$ cat src/verilog/vjd_cfg.svh
// Constants of the vector jump islanding detector: offsets, fields,
// reset values, setting ranges and timing counts.
// Assumes one 100 MHz clock and a 4-bit register address.
//
// How it works
// - Enable setting Off by default, silences start and trip
// - Start when compensated jump exceeds limit
// - Trip needs positive-sequence voltage above minimum
// - Negative-sequence above limit blocks trip
// - Zero-sequence above limit blocks trip
// - Undervoltage input asserted means no trip
// - Compare present angle with previous measurement
// - Subtract frequency-deviation rotation before comparing
// - Trip pulse 150 to 500 ms long
`ifndef VJD_CFG_SVH
`define VJD_CFG_SVH

// Register offsets
`define VJD_ADDR_CTRL 4'h0
`define VJD_ADDR_PHLIM 4'h1
`define VJD_ADDR_UPOS 4'h2
`define VJD_ADDR_UNEG 4'h3
`define VJD_ADDR_UZERO 4'h4
`define VJD_ADDR_PULSE 4'h5
`define VJD_ADDR_STAT 4'h6
`define VJD_ADDR_EVT 4'h7
`define VJD_ADDR_MASK 4'h8

// Field positions
`define VJD_CTRL_EN_BIT 0
`define VJD_EVT_W 3

// Reset values of the settings
`define VJD_RST_EN 1'h0
`define VJD_RST_PHLIM 5'h0A
`define VJD_RST_UPOS 7'h1E
`define VJD_RST_UNEG 7'h0A
`define VJD_RST_UZERO 7'h05
`define VJD_RST_PULSE 9'h096
`define VJD_RST_MASK 3'h0

// Setting ranges
`define VJD_PHLIM_MIN 16'h0005
`define VJD_PHLIM_MAX 16'h0019
`define VJD_UPOS_MIN 16'h000A
`define VJD_UPOS_MAX 16'h0064
`define VJD_UNEG_MIN 16'h0005
`define VJD_UNEG_MAX 16'h0032
`define VJD_UZERO_MIN 16'h0001
`define VJD_UZERO_MAX 16'h001E
`define VJD_PULSE_MIN 16'h0096
`define VJD_PULSE_MAX 16'h01F4

// Timing
`define VJD_CLK_PERIOD_NS 10
`define VJD_MS_IN_NS 1000000
`define VJD_CYC_PER_MS (`VJD_MS_IN_NS / `VJD_CLK_PERIOD_NS)

`endif

$ cat src/verilog/vjd_pkg.sv
// Types and shared arithmetic of the vector jump islanding detector.
// Assumes voltages of one measurement share the unit of the nominal.
package vjd_pkg;

    // One measurement set from the phasor front end
    typedef struct packed {
        logic [15:0] angle;
        logic [15:0] rot;
        logic [15:0] upos;
        logic [15:0] uneg;
        logic [15:0] uzero;
    } vjd_meas_type;

    // Software settings
    typedef struct packed {
        logic enable;
        logic [4:0] ph_lim;
        logic [6:0] upos_pct;
        logic [6:0] uneg_pct;
        logic [6:0] uzero_pct;
        logic [8:0] pulse_ms;
    } vjd_set_type;

    // Trip pulse timer states
    typedef enum logic {
        VJD_T_IDLE = 1'b0,
        VJD_T_RUN = 1'b1
    } vjd_tstate_type;

    // Voltage above pct percent of nominal
    function automatic logic vjd_pct_above(logic [15:0] u,
            logic [6:0] pct, logic [15:0] unom);
        logic [22:0] lhs;
        logic [22:0] rhs;
        lhs = {7'h00, u} * 23'h000064;
        rhs = {16'h0000, pct} * {7'h00, unom};
        return lhs > rhs;
    endfunction

    // Hold a written value inside its range
    function automatic logic [15:0] vjd_clamp(logic [15:0] v,
            logic [15:0] lo, logic [15:0] hi);
        if (v < lo) begin
            return lo;
        end
        if (v > hi) begin
            return hi;
        end
        return v;
    endfunction

endpackage

$ cat src/verilog/vjd_top.sv
// Vector jump islanding detector: settings, jump evaluation,
// trip gating, event flags and register port.
// Assumes the front end drives meas and meas_valid on mclk.
`timescale 1ns/100ps
`include "vjd_cfg.svh"
module vjd_top #(
    parameter int CYC_PER_MS = `VJD_CYC_PER_MS
) (
    input wire logic mclk,
    input wire logic rst,
    input wire logic ce,
    input wire logic [3:0] addr,
    input wire logic [15:0] wdata,
    input wire logic wr,
    input wire logic rd,
    output logic [15:0] rdata,
    input wire logic meas_valid,
    input wire vjd_pkg::vjd_meas_type meas,
    input wire logic [15:0] unom,
    input wire logic undervolt,
    output logic start,
    output logic trip,
    output logic irq
);
    vjd_pkg::vjd_set_type set_q, set_d;
    logic [`VJD_EVT_W-1:0] mask_q, mask_d;
    logic [`VJD_EVT_W-1:0] evt_q, evt_d, evt_set;
    logic [15:0] prev_angle_q, prev_angle_d;
    logic prev_valid_q, prev_valid_d;
    logic start_d, irq_d;
    logic [15:0] rdata_d;
    logic uv_s1_q, uv_s2_q;
    logic over, upos_ok, neg_blk, zero_blk;
    logic jump_hit, fire, abort;
    logic [31:0] hc_q;

    // Settings and mask written by software, clamped to range
    always_comb begin
        set_d = set_q;
        mask_d = mask_q;
        if (wr) begin
            case (addr)
                `VJD_ADDR_CTRL: begin
                    set_d.enable = wdata[`VJD_CTRL_EN_BIT];
                end
                `VJD_ADDR_PHLIM: begin
                    set_d.ph_lim = 5'(vjd_pkg::vjd_clamp(wdata,
                        `VJD_PHLIM_MIN, `VJD_PHLIM_MAX));
                end
                `VJD_ADDR_UPOS: begin
                    set_d.upos_pct = 7'(vjd_pkg::vjd_clamp(wdata,
                        `VJD_UPOS_MIN, `VJD_UPOS_MAX));
                end
                `VJD_ADDR_UNEG: begin
                    set_d.uneg_pct = 7'(vjd_pkg::vjd_clamp(wdata,
                        `VJD_UNEG_MIN, `VJD_UNEG_MAX));
                end
                `VJD_ADDR_UZERO: begin
                    set_d.uzero_pct = 7'(vjd_pkg::vjd_clamp(wdata,
                        `VJD_UZERO_MIN, `VJD_UZERO_MAX));
                end
                `VJD_ADDR_PULSE: begin
                    set_d.pulse_ms = 9'(vjd_pkg::vjd_clamp(wdata,
                        `VJD_PULSE_MIN, `VJD_PULSE_MAX));
                end
                `VJD_ADDR_MASK: begin
                    mask_d = wdata[`VJD_EVT_W-1:0];
                end
                default: begin
                end
            endcase
        end
    end

    // Setting registers
    always_ff @(posedge mclk or posedge rst) begin
        if (rst) begin
            set_q.enable <= `VJD_RST_EN;
            set_q.ph_lim <= `VJD_RST_PHLIM;
            set_q.upos_pct <= `VJD_RST_UPOS;
            set_q.uneg_pct <= `VJD_RST_UNEG;
            set_q.uzero_pct <= `VJD_RST_UZERO;
            set_q.pulse_ms <= `VJD_RST_PULSE;
            mask_q <= `VJD_RST_MASK;
        end else if (ce) begin
            set_q <= set_d;
            mask_q <= mask_d;
        end
    end

    // Undervoltage input comes from outside: two-stage synchroniser
    always_ff @(posedge mclk or posedge rst) begin
        if (rst) begin
            uv_s1_q <= 1'b0;
            uv_s2_q <= 1'b0;
        end else if (ce) begin
            uv_s1_q <= undervolt;
            uv_s2_q <= uv_s1_q;
        end
    end

    // Compensated angle jump against the stored angle
    vjd_jump_calc u_jump (
        .cur(meas.angle),
        .prev(prev_angle_q),
        .rot(meas.rot),
        .lim_deg(set_q.ph_lim),
        .over(over)
    );

    // Sequence voltage checks relative to nominal
    assign upos_ok = vjd_pkg::vjd_pct_above(meas.upos,
        set_q.upos_pct, unom);
    assign neg_blk = vjd_pkg::vjd_pct_above(meas.uneg,
        set_q.uneg_pct, unom);
    assign zero_blk = vjd_pkg::vjd_pct_above(meas.uzero,
        set_q.uzero_pct, unom);

    // Start and trip decisions on each new measurement
    assign jump_hit = meas_valid && set_q.enable && prev_valid_q
        && over;
    assign fire = jump_hit && upos_ok && !neg_blk && !zero_blk
        && !uv_s2_q && !trip;
    assign abort = !set_q.enable || uv_s2_q;

    // Trip pulse, runs its length unless disabled or undervoltage
    vjd_pulse_timer #(
        .CYC_PER_MS(CYC_PER_MS),
        .MS_W(9)
    ) u_timer (
        .mclk(mclk),
        .rst(rst),
        .ce(ce),
        .go(fire),
        .abort(abort),
        .len_ms(set_q.pulse_ms),
        .busy(trip)
    );

    // Angle history and start level
    always_comb begin
        prev_angle_d = meas_valid ? meas.angle : prev_angle_q;
        prev_valid_d = set_q.enable && (prev_valid_q || meas_valid);
        if (!set_q.enable) begin
            start_d = 1'b0;
        end else if (meas_valid) begin
            start_d = jump_hit;
        end else begin
            start_d = start_q_hold();
        end
    end

    function automatic logic start_q_hold();
        return start;
    endfunction

    // Evaluation registers
    always_ff @(posedge mclk or posedge rst) begin
        if (rst) begin
            prev_angle_q <= 16'h0000;
            prev_valid_q <= 1'b0;
            start <= 1'b0;
        end else if (ce) begin
            prev_angle_q <= prev_angle_d;
            prev_valid_q <= prev_valid_d;
            start <= start_d;
        end
    end

    // Sticky events, cleared by reading them; a new event wins
    always_comb begin
        evt_set = {jump_hit && (neg_blk || zero_blk), fire,
            jump_hit && !start};
        if (rd && addr == `VJD_ADDR_EVT) begin
            evt_d = evt_set;
        end else begin
            evt_d = evt_q | evt_set;
        end
        irq_d = |(evt_d & mask_d);
        rdata_d = 16'h0000;
        if (rd) begin
            case (addr)
                `VJD_ADDR_CTRL: rdata_d = {15'h0000, set_q.enable};
                `VJD_ADDR_PHLIM: rdata_d = {11'h000, set_q.ph_lim};
                `VJD_ADDR_UPOS: rdata_d = {9'h000, set_q.upos_pct};
                `VJD_ADDR_UNEG: rdata_d = {9'h000, set_q.uneg_pct};
                `VJD_ADDR_UZERO: rdata_d = {9'h000, set_q.uzero_pct};
                `VJD_ADDR_PULSE: rdata_d = {7'h00, set_q.pulse_ms};
                `VJD_ADDR_STAT: begin
                    rdata_d = {10'h000, uv_s2_q, zero_blk, neg_blk,
                        upos_ok, trip, start};
                end
                `VJD_ADDR_EVT: rdata_d = {13'h0000, evt_q};
                `VJD_ADDR_MASK: rdata_d = {13'h0000, mask_q};
                default: rdata_d = 16'h0000;
            endcase
        end
    end

    // Event, interrupt and read data registers
    always_ff @(posedge mclk or posedge rst) begin
        if (rst) begin
            evt_q <= '0;
            irq <= 1'b0;
            rdata <= 16'h0000;
        end else if (ce) begin
            evt_q <= evt_d;
            irq <= irq_d;
            rdata <= rdata_d;
        end
    end

    // Counts cycles of the trip pulse for checking
    always_ff @(posedge mclk or posedge rst) begin
        if (rst) begin
            hc_q <= 32'h00000000;
        end else if (ce) begin
            hc_q <= trip ? 32'(hc_q + 1'b1) : 32'h00000000;
        end
    end
endmodule

$ cat src/verilog/vjd_jump_calc.sv
// Compensated angle jump compare, purely combinational.
// Assumes angles in units of 360/65536 degree, wrapping.
`timescale 1ns/100ps
module vjd_jump_calc (
    input wire logic [15:0] cur,
    input wire logic [15:0] prev,
    input wire logic [15:0] rot,
    input wire logic [4:0] lim_deg,
    output logic over
);
    logic [15:0] diff;
    logic [15:0] mag;
    logic [24:0] lhs;
    logic [24:0] rhs;

    // Present minus previous minus drift, then magnitude
    assign diff = 16'(cur - prev - rot);
    assign mag = diff[15] ? 16'(-diff) : diff;
    // Compare in degrees without a divider
    assign lhs = 25'(mag) * 25'h0000168;
    assign rhs = {4'h0, lim_deg, 16'h0000};
    assign over = lhs > rhs;
endmodule

$ cat src/verilog/vjd_pulse_timer.sv
// Trip pulse timer: counts whole milliseconds of the clock.
// Assumes go only while idle; abort ends a pulse at once.
`timescale 1ns/100ps
module vjd_pulse_timer #(
    parameter int CYC_PER_MS = 100000,
    parameter int MS_W = 9
) (
    input wire logic mclk,
    input wire logic rst,
    input wire logic ce,
    input wire logic go,
    input wire logic abort,
    input wire logic [MS_W-1:0] len_ms,
    output logic busy
);
    localparam int PW = $clog2(CYC_PER_MS);
    vjd_pkg::vjd_tstate_type state_q, state_d;
    logic [PW-1:0] pre_q, pre_d;
    logic [MS_W-1:0] ms_q, ms_d;
    logic [MS_W-1:0] len_q, len_d;
    logic busy_d;

    // Next state, length latched at start
    always_comb begin
        state_d = state_q;
        pre_d = pre_q;
        ms_d = ms_q;
        len_d = len_q;
        case (state_q)
            vjd_pkg::VJD_T_IDLE: begin
                if (go && !abort) begin
                    state_d = vjd_pkg::VJD_T_RUN;
                    pre_d = '0;
                    ms_d = '0;
                    len_d = len_ms;
                end
            end
            vjd_pkg::VJD_T_RUN: begin
                if (abort) begin
                    state_d = vjd_pkg::VJD_T_IDLE;
                end else if (pre_q == PW'(CYC_PER_MS - 1)) begin
                    pre_d = '0;
                    if (ms_q == MS_W'(len_q - 1'b1)) begin
                        state_d = vjd_pkg::VJD_T_IDLE;
                    end else begin
                        ms_d = MS_W'(ms_q + 1'b1);
                    end
                end else begin
                    pre_d = PW'(pre_q + 1'b1);
                end
            end
            default: state_d = vjd_pkg::VJD_T_IDLE;
        endcase
        busy_d = state_d == vjd_pkg::VJD_T_RUN;
    end

    // Timer registers
    always_ff @(posedge mclk or posedge rst) begin
        if (rst) begin
            state_q <= vjd_pkg::VJD_T_IDLE;
            pre_q <= '0;
            ms_q <= '0;
            len_q <= '0;
            busy <= 1'b0;
        end else if (ce) begin
            state_q <= state_d;
            pre_q <= pre_d;
            ms_q <= ms_d;
            len_q <= len_d;
            busy <= busy_d;
        end
    end
endmodule

$ cat config.mk
export PLATFORM = sky130hd
export DESIGN_NAME = vjd_top
export DESIGN_NICKNAME = d
export VERILOG_FILES = /design/src/verilog/vjd_pkg.sv /design/src/verilog/vjd_top.sv /design/src/verilog/vjd_jump_calc.sv /design/src/verilog/vjd_pulse_timer.sv
export VERILOG_INCLUDE_DIRS = /design/src /design/src/verilog
export SDC_FILE = /design/constraint.sdc
export NUM_CORES = 2
export LEC_CHECK = 0
export BUFFER_PORTS_ARGS = -buffer_cell sky130_fd_sc_hd__buf_4
export CORE_MARGIN = 4
export CORE_UTILIZATION = 45
export CTS_CLUSTER_SIZE = 30
export DETAILED_ROUTE_END_ITERATION = 12
export GPL_ROUTABILITY_DRIVEN = 1
export GPL_TIMING_DRIVEN = 0
export SKIP_LAST_GASP = 1
export SLEW_MARGIN = 30
export SYNTH_ARGS = -nofsm -noshare
export SYNTH_HDL_FRONTEND = slang
export SYNTH_SLANG_ARGS = --single-unit
export TNS_END_PERCENT = 50
$ cat constraint.sdc
create_clock -name mclk -period 18.5 [get_ports mclk]
set_input_delay 1.85 -clock mclk [delete_from_list [all_inputs] [get_ports mclk]]
set_output_delay 1.85 -clock mclk [all_outputs]
set_load 0.05 [all_outputs]
==> results.py <==
metrics = {
    "min_path": {
        "min_path_cells": 1,
        "hold_class": "flop to flop",
        "holdPathEnd": "u_timer.pre_q[16]",
        "min_from": "u_timer.pre_q[16]",
    },
    "clocking": {
        "path_clk_slew_ns": 0.09,
        "cts.sinks": 108,
        "htreeDepth": 3,
        "cts-buffers-inserted": 9,
        "cts_setup_buffers": 0,
        "clock_latency_ns": 0.37,
        "cts.repair.resized": 0,
        "cts_tree": "built",
        "ctsHoldBuffers": 0,
        "clockRootBuffer": "clkbuf_16",
        "max-clock-path-buffers": 2,
    },
    "detailed_routing": {
        "via_count": 21570,
        "routedWlPerCell_um": 15.67,
        "ant_nets": 0,
        "drc": 0,
        "routed_via_density": 5.373,
        "dr.pass1.iters": 6,
        "wirelength_um": 62890,
        "dr.first_iter.drc_count": 1045,
    },
    "yosys": {
        "synth_top_area_share_pct": 21.31,
        "ys_seq_elements": 108,
        "synth_compound_area_share_pct": 12.93,
        "ys.flop_type": "dfrtp_1",
        "yosys_warnings": 0,
        "netlist_instances": 3103,
        "synthesis.area_um2": 25740,
        "synth.mux.area_fraction_pct": 2.192,
        "synth_edf_count": 0,
        "yosys-top-cells-area": "fa_1 (21%), ha_1 (20%), dfrtp_1 (9.1%), inv_1 (7.6%), nand2_1 (5.4%)",
        "ys_seq_area_share_pct": 10.57,
        "synth_top_family_by_area": "adder cells",
        "synth_xor_area_share_pct": 5.239,
        "avgSynthCellArea_um2": 8.297,
        "synth_fa_ha_area_share_pct": 41.57,
        "yosysTopAreaCell": "fa_1",
        "yosys.area_share.simple_pct": 18.09,
        "async_reset_ff_share_pct": 100.0,
        "synth_cell_type_count": 86,
    },
    "sta": {
        "worst_slew_pin_slew_ns": 1.069,
        "fmax_mhz": 94.81,
        "slew_viol_final": 0,
        "relSlewSlack_pct": 28.29,
        "setup_tns_ns": 0,
        "period_needed_ns": 10.55,
        "setup_viol_count_final": 0,
        "rsz0062_at_grt": "no",
        "fin_worst_skew_ns": 0.01662,
        "hold_viol": 0,
        "period_share_pct": 57.01,
    },
    "layout": {
        "drive_gt1_share_pct": 7.399,
        "fill_cells": 5451,
        "multi_input_area_um2": 20640,
        "finalNetCount": 4066,
        "synthToLayoutAreaGrowth_pct": 9.030,
        "regArea_um2": 2720,
    },
    "critical_path": {
        "crit_top_cell": "ha_1",
        "startpoint_type": "input pin",
        "crit_path_max_incr_delay_ns": 0.67,
        "crit_path_end_kind": "flop",
        "criticalPathCategory": "input pin to flop",
        "reg2regPathDepth": 34,
        "worst_ep_required_time_ns": 18.75,
        "reg2reg_slack_ns": 9.19,
        "r2r_end": "u_timer.len_q[0]",
        "critical_path.max_fanout": 10,
        "worstPathArrival_ns": 10.80,
        "cpMaxStageDelayCell": "nor4_1",
        "r2r_start": "prev_angle_q[2]",
    },
    "global_route": {
        "overflow": 0,
        "grt_pass1_vias": 21620,
        "grt.total_usage_pct": 20.53,
        "grt_max_degree": 72,
        "grt_first_pass_wirelength_um": 105000,
        "antenna_found_initial": 1,
    },
    "place": {
        "globalplace.congestion": 0.9046,
        "io_buffers": 131,
        "dpl.hpwl_um": 53790,
    },
    "run": {
        "drv_cap": 0,
    },
    "floorplanning": {
        "die_h_um": 247.2,
        "fp.dieArea_um2": 61100,
        "std_cell_rows": 87,
        "initial_utilization_pct": 45.57,
        "ios": 142,
        "core_um2": 56500,
        "die_w_um": 247.2,
    },
    "run_status": {
        "status": "completed",
    },
}
==> per-stage QoR <==
stage	cells	hold slack, ns	setup slack (ns)	cell area (um^2)	util, %
after CTS	4013	0.4947	7.916	28060	49.67
after detailed placement	3997	0.4700	7.580	27740	49.11
final	4014	0.4916	7.953	28070	49.68
after global placement	3996	0.4727	7.672	27700	49.02
after global routing	4013	0.5198	7.332	28070	49.68
after floorplan	3109	0.4487	9.045	25770	-
==> synth_stat cells, drive strengths merged, types with 17 or more instances <==
master / instances
clkbuf: 99
o31ai: 19
dfrtp: 94
inv: 524
xnor2: 88
o211ai: 17
nor2: 148
a211oi: 22
fa: 274
mux2: 37
a21o: 44
ha: 417
a21oi: 133
nand2b: 33
nor4: 19
and3: 35
o21ai: 91
nand3: 63
nor3: 69
and2: 105
or3: 35
nor2b: 25
nand2: 369
xor2: 66
o21a: 25
nand4: 21
a31oi: 26
==> worst max path at each step <==
| stage | startpoint | slack [ns] | cells past startpoint | end |
|---|---|---|---|---|
| after floorplan | meas[50] | 9.05 | 34 | u_timer.len_q[0] |
| after CTS | meas[50] | 7.92 | 35 | u_timer.len_q[0] |
| after detailed placement | meas[50] | 7.58 | 35 | u_timer.len_q[1] |
| after global routing | meas[50] | 7.33 | 35 | u_timer.len_q[1] |
| after global placement | meas[50] | 7.67 | 35 | u_timer.len_q[0] |
| final | meas[50] | 7.95 | 35 | u_timer.len_q[0] |
==> placed cells by master (no fill, tap or decap), types with 26 or more instances in the layout <==
master	count
clkbuf_1	98
dfrtp_1	94
ha_1	417
buf_4	138
nand2_1	369
a21o_1	44
and3_1	35
or3_1	35
xor2_1	66
fa_1	274
xnor2_1	88
inv_1	523
nand2b_1	33
nor2_1	148
a31oi_1	26
mux2_2	35
and2_1	104
nor3_1	64
a21oi_1	132
nand3_1	63
o21ai_0	91
==> area by class of cell <==
| type | count | share of cell area (%) |
|---|---|---|
| clock buffers | 9 | 0.8024 |
| multi-input cells | 2366 | 73.54 |
| inverters | 525 | 7.047 |
| clock inverters | 7 | 0.3343 |
| repair buffers | 132 | 3.602 |
| plain buffers | 110 | 1.600 |
| diodes | 1 | 0.008915 |
| well taps | 756 | 3.370 |
| flip-flops and latches | 108 | 9.691 |
==> cells by family after synthesis <==
group           count (synthesis)
simple gates                  964
fa+ha+maj                     691
buf+inv                       635
compound gates                499
xor+xnor                      154
flops                         108
mux                            51
other cells                     1
==> per-layer routing <==
| metal | up-vias | wire, um | global-route usage [%] |
|---|---|---|---|
| li1 | 10570 | - | - |
| met1 | 10580 | 29380 | 28.67 |
| met2 | 372 | 30500 | 35.66 |
| met3 | 43 | 2217 | 1.616 |
| met4 | 0 | 789 | 3.053 |
| met5 | - | 0 | 0 |
==> critical path: cells and delay by family <==
family	cells	cell delay, ns
AND/OR/NAND/NOR	11	2.81
adder cells (fa/ha/maj)	7	2.70
AO/OA/AOI/OAI	9	2.46
buffers and inverters	6	0.47
multiplexers	1	0.30
XOR/XNOR	1	0.19
==> flip-flops by register name, indices dropped and copies added (netlist names) <==
name	count
u_timer.len_q	9
prev_angle_q	16
prev_valid_q	1
rdata	9
u_timer.pre_q	17
start	1
uv_s1_q	1
irq	1
evt_q	3
mask_q	3
u_timer.ms_q	9
set_q	36
uv_s2_q	1
u_timer.busy	1
Power is not shown: default switching activity piles up to over one toggle a cycle in this logic, so the estimate is an artifact.
